**src/design/hswb_pkg.sv**
```systemverilog
// Package: constants and carrier types of the host sliding window bridge
package hswb_pkg;

  // ---------------------------------------------------------------
  // Address widths and memory map
  // ---------------------------------------------------------------
  localparam int HOST_AW    = 24;        // ISA memory address bits
  localparam int LOCAL_AW   = 26;        // 64 MByte on-board space
  localparam int IO_AW      = 10;        // Host I/O decode, 0 - 1K
  localparam int WIN_LSB    = 8;         // Base / mask start at bit 8
  localparam int TGT_LSB    = 10;        // Target offset starts at bit 10
  localparam logic [LOCAL_AW-1:0] FLASH_BASE = 26'h3f80000; // Top 512 KB
  localparam logic [LOCAL_AW-1:0] DRAM_LIMIT = 26'h0800000; // 8 MB fitted

  // ---------------------------------------------------------------
  // Direct register offsets from the switch base
  // ---------------------------------------------------------------
  localparam logic [3:0] OFS_HOST_BASE   = 4'h0;
  localparam logic [3:0] OFS_SIZE_MASK   = 4'h2;
  localparam logic [3:0] OFS_TGT_OFFSET  = 4'h4;
  localparam logic [3:0] OFS_IO_BASE     = 4'h6;
  localparam logic [3:0] OFS_IO_SIZE     = 4'h7;
  localparam logic [3:0] OFS_IO_TGT      = 4'h8;
  localparam logic [3:0] OFS_BOARD_CTRL  = 4'hf;

  // Reset values: I/O window off; memory window open on host 000000-0000FF until programmed
  localparam logic [15:0] RST_HOST_BASE  = 16'h0000;
  localparam logic [15:0] RST_SIZE_MASK  = 16'hffff;
  localparam logic [15:0] RST_TGT_OFFSET = 16'h0000;
  localparam logic [7:0]  RST_IO_BASE    = 8'h00;
  localparam logic [7:0]  RST_IO_SIZE    = 8'hff;
  localparam logic [7:0]  RST_BOARD_CTRL = 8'h01; // Local CPU halted
  localparam int          BC_HALT_BIT    = 0;
  localparam int          BC_IOWIN_EN    = 1;

  // Local processor clock divider: 100 MHz down to 16 MHz class
  localparam int REF_CLK_MHZ  = 100;
  localparam int LPROC_MHZ    = 16;
  localparam int LPROC_DIV    = REF_CLK_MHZ / (2 * LPROC_MHZ);

  // Local memory masters
  typedef enum logic [1:0] {
    HSWB_M_NONE,
    HSWB_M_HOST,
    HSWB_M_LPROC,
    HSWB_M_HDLC
  } hswb_master_t;

  // Local memory request carrier
  typedef struct packed {
    logic                valid;
    logic                write;
    logic [LOCAL_AW-1:0] addr;
    logic [15:0]         wdata;
    logic [1:0]          be;      // [0] even byte, [1] odd byte
  } hswb_mreq_t;

  // Local I/O request carrier
  typedef struct packed {
    logic        valid;
    logic        write;
    logic [9:0]  addr;
    logic [7:0]  wdata;
  } hswb_ioreq_t;

endpackage : hswb_pkg

```
**src/design/hswb_bridge.sv**
```systemverilog
// Module: host sliding window bridge, local bus arbitration and decode
//
// Operation
// - Target equals host minus base plus offset
// - Mapping changes take effect immediately
// - Offset gives first window byte's address
// - On-board space spans 64 MBytes
// - DRAM low, flash high addresses
// - 16-bit path, even/odd byte lanes
// - Flash 512 KB in 11 sectors
// - Flash reads any address, writes whole sector
// - Memory bus serves host, processor, HDLC
// - I/O bus served by host or processor
// - Memory and I/O buses run independently
// - Autonomous or host control, processor halted
// - Answer host memory and I/O, raise IRQ
// - Direct registers plus movable I/O window
// - Sixteen registers at switch base, 16-aligned
// - Local processor clocked at about 16.7 MHz
// - Base holds host bits 23:8
// - Size mask over bits above low eight
// - Offset supplies local bits 25:10
// - Switches map bits 4..9, on reads zero
//
// Implementation choices: the register offsets and the strobed register port.
`timescale 1ns/1ps

module hswb_bridge (
  input  wire logic                     ref_clk,
  input  wire logic                     srst,
  // Board switches: [5:0] I/O base, [7:6] board number; on reads zero
  input  wire logic [7:0]               config_switch_bank,
  // Host memory cycle
  input  wire logic                     host_mem_req,
  input  wire logic                     host_mem_write,
  input  wire logic [23:0]              host_mem_addr,
  input  wire logic [15:0]              host_mem_wdata,
  input  wire logic [1:0]               host_mem_be,
  output logic                          host_mem_claim,
  output logic                          host_mem_ack,
  output logic [15:0]                   host_mem_rdata,
  // Host I/O cycle (register bus)
  input  wire logic [9:0]               host_io_addr,
  input  wire logic [7:0]               host_io_wdata,
  input  wire logic                     host_io_wr,
  input  wire logic                     host_io_rd,
  output logic [7:0]                    host_io_rdata,
  output logic                          host_io_claim,
  // Interrupt request from local devices
  input  wire logic                     dev_irq,
  output logic                          host_irq,
  // Local processor side
  input  wire hswb_pkg::hswb_mreq_t     lproc_mreq,
  input  wire hswb_pkg::hswb_ioreq_t    lproc_ioreq,
  output logic                          lproc_mgnt,
  output logic                          lproc_iognt,
  output logic                          lproc_halt,
  output logic                          lproc_clk,
  // HDLC controller memory master
  input  wire hswb_pkg::hswb_mreq_t     hdlc_mreq,
  output logic                          hdlc_mgnt,
  // Local memory bus
  output hswb_pkg::hswb_mreq_t          mem_bus,
  output logic                          mem_dram_sel,
  output logic                          mem_flash_sel,
  output logic [3:0]                    mem_flash_sector,
  output logic [1:0]                    mem_lane_en,
  input  wire logic [15:0]              mem_rdata,
  // Local I/O bus
  output hswb_pkg::hswb_ioreq_t         io_bus,
  input  wire logic [7:0]               io_rdata
);

  // ---------------------------------------------------------------
  // Functions
  // ---------------------------------------------------------------
  // Flash sector index from offset inside the 512 KB flash
  function automatic logic [3:0] flash_sector(input logic [18:0] ofs);
    logic [3:0] s;
    s = 4'h0;
    if (ofs[18:16] != 3'h7)
      s = {1'b0, ofs[18:16]};                   // Seven 64 KB sectors
    else if (ofs[15] == 1'b0)
      s = 4'h7;                                 // 32 KB sector
    else if (ofs[14] == 1'b0)
      s = 4'h8;                                 // 16 KB sector
    else
      s = ofs[13] ? 4'ha : 4'h9;                // Two 8 KB sectors
    return s;
  endfunction : flash_sector

  // ---------------------------------------------------------------
  // Direct register state
  // ---------------------------------------------------------------
  logic [15:0] host_window_base_r;
  logic [15:0] window_size_mask_r;
  logic [15:0] target_window_offset_r;
  logic [7:0]  io_win_base_r;
  logic [7:0]  io_win_size_r;
  logic [7:0]  io_win_tgt_r;
  logic [7:0]  board_ctrl_r;
  logic [7:0]  io_rdata_nxt;
  logic        io_dir_hit;
  logic [3:0]  io_ofs;
  logic [5:0]  sw_base;

  // Switch on reads zero, so the bank itself is the address value
  assign sw_base    = config_switch_bank[5:0];
  assign io_ofs     = host_io_addr[3:0];
  assign io_dir_hit = host_io_addr[9:4] == sw_base;

  // Register writes; each rewrite of the window acts at once
  always_ff @(posedge ref_clk)
  begin
    if (srst)
    begin
      host_window_base_r     <= hswb_pkg::RST_HOST_BASE;
      window_size_mask_r     <= hswb_pkg::RST_SIZE_MASK;
      target_window_offset_r <= hswb_pkg::RST_TGT_OFFSET;
      io_win_base_r          <= hswb_pkg::RST_IO_BASE;
      io_win_size_r          <= hswb_pkg::RST_IO_SIZE;
      io_win_tgt_r           <= hswb_pkg::RST_IO_BASE;
      board_ctrl_r           <= hswb_pkg::RST_BOARD_CTRL;
    end
    else if (host_io_wr && io_dir_hit)
    begin
      // 16-bit registers take low byte at even, high byte at odd
      case (io_ofs)
        hswb_pkg::OFS_HOST_BASE:     host_window_base_r[7:0] <= host_io_wdata;
        hswb_pkg::OFS_HOST_BASE+4'h1:
          host_window_base_r[15:8] <= host_io_wdata;
        hswb_pkg::OFS_SIZE_MASK:     window_size_mask_r[7:0] <= host_io_wdata;
        hswb_pkg::OFS_SIZE_MASK+4'h1:
          window_size_mask_r[15:8] <= host_io_wdata;
        hswb_pkg::OFS_TGT_OFFSET:
          target_window_offset_r[7:0] <= host_io_wdata;
        hswb_pkg::OFS_TGT_OFFSET+4'h1:
          target_window_offset_r[15:8] <= host_io_wdata;
        hswb_pkg::OFS_IO_BASE:       io_win_base_r  <= host_io_wdata;
        hswb_pkg::OFS_IO_SIZE:       io_win_size_r  <= host_io_wdata;
        hswb_pkg::OFS_IO_TGT:        io_win_tgt_r   <= host_io_wdata;
        hswb_pkg::OFS_BOARD_CTRL:    board_ctrl_r   <= host_io_wdata;
        default:                     board_ctrl_r   <= board_ctrl_r;
      endcase
    end
  end

  // ---------------------------------------------------------------
  // Memory window decode
  // ---------------------------------------------------------------
  logic                          win_hit;
  logic [23:0]                   win_rel;
  logic [hswb_pkg::LOCAL_AW-1:0] host_tgt;

  // Masked compare of bits 23:8 against the base
  assign win_hit = ((host_mem_addr[23:8] ^ host_window_base_r)
                    & window_size_mask_r) == 16'h0000;
  // Offset into window; all base bits, under the mask or not, are subtracted
  assign win_rel  = host_mem_addr - {host_window_base_r, 8'h00};
  assign host_tgt = hswb_pkg::LOCAL_AW'({2'b00, win_rel}
                    + {target_window_offset_r, 10'h000});
  assign host_mem_claim = host_mem_req && win_hit;

  // ---------------------------------------------------------------
  // Local memory arbitration: host, then HDLC, then processor
  // ---------------------------------------------------------------
  hswb_pkg::hswb_master_t        mgnt_nxt;
  hswb_pkg::hswb_master_t        mgnt_r;
  hswb_pkg::hswb_mreq_t          mreq_nxt;

  // Host first so PC cycles never starve; HDLC beats processor
  always_comb
  begin
    mgnt_nxt = hswb_pkg::HSWB_M_NONE;
    mreq_nxt = '0;
    if (host_mem_claim)
    begin
      mgnt_nxt       = hswb_pkg::HSWB_M_HOST;
      mreq_nxt.valid = 1'b1;
      mreq_nxt.write = host_mem_write;
      mreq_nxt.addr  = host_tgt;
      mreq_nxt.wdata = host_mem_wdata;
      mreq_nxt.be    = host_mem_be;
    end
    else if (hdlc_mreq.valid)
    begin
      mgnt_nxt = hswb_pkg::HSWB_M_HDLC;
      mreq_nxt = hdlc_mreq;
    end
    else if (lproc_mreq.valid && !board_ctrl_r[hswb_pkg::BC_HALT_BIT])
    begin
      mgnt_nxt = hswb_pkg::HSWB_M_LPROC;
      mreq_nxt = lproc_mreq;
    end
  end

  // Registered local memory cycle
  always_ff @(posedge ref_clk)
  begin
    if (srst)
    begin
      mgnt_r           <= hswb_pkg::HSWB_M_NONE;
      mem_bus          <= '0;
      mem_dram_sel     <= 1'b0;
      mem_flash_sel    <= 1'b0;
      mem_flash_sector <= 4'h0;
      mem_lane_en      <= 2'b00;
    end
    else
    begin
      mgnt_r        <= mgnt_nxt;
      mem_bus       <= mreq_nxt;
      mem_lane_en   <= mreq_nxt.valid ? mreq_nxt.be : 2'b00;
      mem_dram_sel  <= mreq_nxt.valid
                       && mreq_nxt.addr < hswb_pkg::DRAM_LIMIT;
      mem_flash_sel <= mreq_nxt.valid
                       && mreq_nxt.addr >= hswb_pkg::FLASH_BASE;
      mem_flash_sector <= flash_sector(mreq_nxt.addr[18:0]);
    end
  end

  assign lproc_mgnt = mgnt_r == hswb_pkg::HSWB_M_LPROC;
  assign hdlc_mgnt  = mgnt_r == hswb_pkg::HSWB_M_HDLC;

  // Host memory answer, one cycle after the claim
  always_ff @(posedge ref_clk)
  begin
    if (srst)
    begin
      host_mem_ack   <= 1'b0;
      host_mem_rdata <= 16'h0000;
    end
    else
    begin
      host_mem_ack   <= mgnt_nxt == hswb_pkg::HSWB_M_HOST;
      host_mem_rdata <= mem_rdata;
    end
  end

  // ---------------------------------------------------------------
  // Local I/O bus: independent of the memory bus
  // ---------------------------------------------------------------
  logic       io_win_hit;
  logic [7:0] io_win_rel;
  logic       io_host_cyc;

  // Movable window in 4-byte steps; low two bits pass through
  assign io_win_hit  = board_ctrl_r[hswb_pkg::BC_IOWIN_EN] && !io_dir_hit
                       && (((host_io_addr[9:2] ^ io_win_base_r)
                       & io_win_size_r) == 8'h00);
  assign io_win_rel  = host_io_addr[9:2] - io_win_base_r;
  assign io_host_cyc = io_win_hit && (host_io_wr || host_io_rd);
  assign host_io_claim = io_dir_hit || io_win_hit;

  // Host has the I/O bus when active; processor otherwise, unless halted
  always_ff @(posedge ref_clk)
  begin
    if (srst)
    begin
      io_bus      <= '0;
      lproc_iognt <= 1'b0;
    end
    else if (io_host_cyc)
    begin
      io_bus.valid <= 1'b1;
      io_bus.write <= host_io_wr;
      io_bus.addr  <= {io_win_rel + io_win_tgt_r, host_io_addr[1:0]};
      io_bus.wdata <= host_io_wdata;
      lproc_iognt  <= 1'b0;
    end
    else
    begin
      io_bus      <= lproc_ioreq;
      lproc_iognt <= lproc_ioreq.valid
                     && !board_ctrl_r[hswb_pkg::BC_HALT_BIT];
      if (board_ctrl_r[hswb_pkg::BC_HALT_BIT])
        io_bus.valid <= 1'b0;
    end
  end

  // Read data: direct status or window data, one cycle later
  always_comb
  begin
    io_rdata_nxt = 8'h00;
    if (io_dir_hit)
    begin
      case (io_ofs)
        hswb_pkg::OFS_BOARD_CTRL:
          io_rdata_nxt = {config_switch_bank[7:6], 3'b000,
                          dev_irq, board_ctrl_r[1:0]};
        default: io_rdata_nxt = 8'h00;
      endcase
    end
    else if (io_win_hit)
      io_rdata_nxt = io_rdata;
  end

  always_ff @(posedge ref_clk)
  begin
    if (srst)
      host_io_rdata <= 8'h00;
    else if (host_io_rd)
      host_io_rdata <= io_rdata_nxt;
  end

  // Interrupt request level towards the ISA IRQ line
  always_ff @(posedge ref_clk)
  begin
    if (srst)
      host_irq <= 1'b0;
    else
      host_irq <= dev_irq;
  end

  // ---------------------------------------------------------------
  // Local processor clock and halt
  // ---------------------------------------------------------------
  logic [3:0] div_r;

  // Integer divider gives about 16.7 MHz; exact 16 needs a PLL
  always_ff @(posedge ref_clk)
  begin
    if (srst)
    begin
      div_r     <= 4'h0;
      lproc_clk <= 1'b0;
    end
    else if (div_r == 4'(hswb_pkg::LPROC_DIV - 1))
    begin
      div_r     <= 4'h0;
      lproc_clk <= ~lproc_clk;
    end
    else
      div_r <= div_r + 4'h1;
  end

  assign lproc_halt = board_ctrl_r[hswb_pkg::BC_HALT_BIT];

endmodule : hswb_bridge

```
**config.mk**
```make
export PLATFORM = sky130hd
export DESIGN_NAME = hswb_bridge
export DESIGN_NICKNAME = d
export VERILOG_FILES = /design/src/design/hswb_pkg.sv /design/src/design/hswb_bridge.sv
export SDC_FILE = /design/constraint.sdc
export NUM_CORES = 1
export LEC_CHECK = 0
export BUFFER_PORTS_ARGS = -buffer_cell sky130_fd_sc_hd__buf_2
export CAP_MARGIN = 20
export CORE_ASPECT_RATIO = 1.1
export CORE_MARGIN = 3
export CORE_UTILIZATION = 47
export DETAILED_ROUTE_END_ITERATION = 7
export PLACE_DENSITY_LB_ADDON = 0.08
export SETUP_SLACK_MARGIN = 0.05
export SLEW_MARGIN = 20
export SYNTH_ARGS = -nofsm -noshare
export SYNTH_HDL_FRONTEND = slang
export SYNTH_SLANG_ARGS = --single-unit
export TNS_END_PERCENT = 1
```
**constraint.sdc**
```tcl
create_clock -name ref_clk -period 7 [get_ports ref_clk]
set_clock_uncertainty 0.2 [all_clocks]
set_input_delay 1.05 -clock ref_clk [delete_from_list [all_inputs] [get_ports ref_clk]]
set_output_delay 1.05 -clock ref_clk [all_outputs]
set_load 0.1 [all_outputs]
```
==> results.md <==
- Grt peak-use layer: met2
- Vias in the first global route: 7577
- Die height: ~150 µm
- Least-Margin Pin Slew: around 960 ps
- DR vias/cell: 5.27
- Max_cap viols: 0
- CP Class: in -> reg
- CTS buffer count: 17
- Drt first pass iters: 5
- Met1 Use GR: 0.341
- Fin Hold WS: 262 ps
- Seq/Total Area, Yosys: 0.409
- CP Launch Type: primary input
- Worst VDD drop: around 0.00015 V
- Status: complete, no violations
- Fmax: 0.192 GHz
- Largest net degree at the start of global routing: 90
- Root Driver: clkbuf_16
- CTS max path bufs: 2
- Antenna cells: 0
- Final hold violation count: 0
- Syn Nets: 1300
- Mean Syn Cell Area: between 8 and 9 µm²
- Met3 global-route usage: 0.0434
- Filler cells: around 1.7k
- Pins Over Slew Limit: 0
- I/O pin total: 318
- Syn-to-layout area delta: 26.2%
- Pleak: roughly 5.2 nW
- Fin cells: 1572
- Final HPWL DP: around 22000 µm
- Synth cell types: a little under 60
- Slew HR: 0.362
- Worst-path fanout max: 5
- First-pass GRT wire length: just over 40000 µm
- Cell count after synthesis: between 1k and 1.5k
- Fin crit period: between 5000 and 6000 ps
- Drt first-iter violations: 462
- Req. time, crit path: 7160 ps
- Number of flops mapped to enable cells by yosys: 0
- Max H-tree Level: 4
- Die Wd: approximately 140 µm
- Placed cells: between 1.5k and 2k
- Total core area: between 0.015 and 0.02 mm²
- Core Util, Final: 0.609
- Total global-route track usage: 0.265
- CTS resizes: 0
- Initial antenna violation count: 0
- Setup bufs post-CTS: 0
- CTS tree: done
- Critical Path Sink Type: register
- PD cells: between 200 and 250 mW/mm²
- Ys async rst share: 0
- DRC errors left: 0
- Via count: 8285
- Initial core utilization: 0.482
- Setup TNS: 0 ps
- Most common cell after layout, fill and taps aside: buf_2
- RSZ-0062 raised after global routing: false
- Gp weighted congestion: between 0.8 and 0.9
- Hold WC Path Type: reg -> reg
- # setup viols final: 0
- Yosys reg bits: 182
- Worst Path Arrival: around 5400 ps
- Met2 usage: 0.446
- Most used DFF post-synth: dfxtp_1
- Fraction of layout cells with a size suffix above 1: 0.278
- Hold-fix buffers, CTS: 0
- Row count: 52
- Num Clock Sinks: 182
- Full die area: 0.0207 mm²
- Worst-path clk slew: 70 ps
- Cell Area, Synth: 0.00891 mm²
- WL/cell: around 18 µm
- Grt ovf: 0
- Routed Antenna Nets: 0
- Ys Warns: 0
- Post-Route WL: 28600 µm
- Most frequent cells in the layout: 316 x buf_2, 182 x dfxtp_1, 116 x nor2_1
- Fin crit share: 0.742
- Layout net count: between 1.5k and 2k
- Port bufs: ~320
- Clk_lat worst skew: roughly 440 ps
[metrics by stage]
stage	instance area [µm²]	power (W)	setup WS [ps]
final	11200	0.00255	1800
after global routing	11200	0.00265	1590
after CTS	11200	0.00257	1880
after detailed placement	10600	0.00159	1440
after global placement	10600	0.00159	1530
after floorplan	8910	0.00145	2040
[where the power goes]
group | switching (W) | internal, W
sequential | 0.0000104 | 0.00106
clock | 0.000471 | 0.000514
combinational | 0.000355 | 0.000139
[cell type report]
| type | count | area [µm²] | area share |
|---|---|---|---|
| inverter | 68 | 255 | 0.0227 |
| timing repair buffer | 324 | 1640 | 0.146 |
| multi-input combinational | 723 | 4790 | 0.426 |
| tap | 243 | 304 | 0.0270 |
| clock inverter | 15 | 185 | 0.0165 |
| sequential | 182 | 3640 | 0.324 |
| clock buffer | 17 | 425 | 0.0378 |
[worst max-delay path, stage by stage]
cell       delay (ps)
buf_2             100
ha_1              340
nor2b_1           160
o21ai_1           170
a21boi_1          130
o41ai_1           590
o2111ai_1         250
a31o_2            270
a21oi_1           170
xnor2_1           150
ha_1              280
o21ai_1           100
nand2b_1          120
and2_1            190
a21oi_1           150
a21oi_1            90
a221o_1           380
or4_1             550
nor4_2            130
[routing by layer]
| metal | vias up | share of wire |
|---|---|---|
| met5 | - | 0 |
| met4 | 0 | 0.031 |
| met3 | 51 | 0.056 |
| met2 | 272 | 0.48 |
| met1 | 3826 | 0.44 |
| li1 | 4136 | - |
[flip-flops by register name, summed over array words and instances (netlist names), 8 cells and up]
signal,flops
window_size_mask_r,16
host_window_base_r,16
host_io_rdata,8
io_bus,20
target_window_offset_r,16
mem_bus,46
io_win_size_r,8
host_mem_rdata,16
io_win_base_r,8
io_win_tgt_r,8
[synth_stat cells (all sizes together) (2+ instances only)]
master  number  area, µm²
a211o        4       35.0
a211oi      12       95.1
a21boi       3       22.5
a21o         5       38.8
a21oi       64        320
a221o        6       60.1
a221oi      35        307
a22oi       13       97.6
and2         6       37.5
and3         8       50.1
and4         2       18.8
buf          9       38.8
clkbuf      51        191
dfxtp      182       3640
fa           9        180
ha          47        588
inv         67        251
mux2i       56        561
nand2       96        360
nand2b      25        159
nand3       29        145
nand3b       2       15.0
nand4        9       56.3
nor2       117        442
nor2b       26        163
nor3        44        225
nor3b        4       30.0
o211ai       5       42.5
o21a         6       45.0
o21ai       24        120
o21bai       4       30.0
o31a         3       26.3
o41ai        3       26.3
or3          4       25.0
xnor2       30        263
xor2        11       96.3
[worst paths after layout]
| path | start | end | slack [ps] | cells after the start |
|---|---|---|---|---|
| max | host_mem_addr[10] | mem_flash_sel | 1800 | 19 |
| min | host_window_base_r[3] | host_window_base_r[3] | 260 | 2 |
| min reg2reg | host_window_base_r[3] | host_window_base_r[3] | 260 | 2 |
| max reg2reg | host_window_base_r[2] | mem_flash_sel | 2110 | 19 |
[cells by family (layout without fill, tap and decap cells)]
family / count (synthesis) / count (layout) / synth area share
AND/OR/NAND/NOR: 377 / 377 / 0.199
adder cells (fa/ha/maj): 56 / 56 / 0.0862
flip-flops: 182 / 182 / 0.409
XOR/XNOR: 41 / 41 / 0.0403
multiplexers: 56 / 56 / 0.0629
AO/OA/AOI/OAI: 193 / 193 / 0.149
buffers and inverters: 128 / 424 / 0.0545
Power figures use the tool's default switching activity.
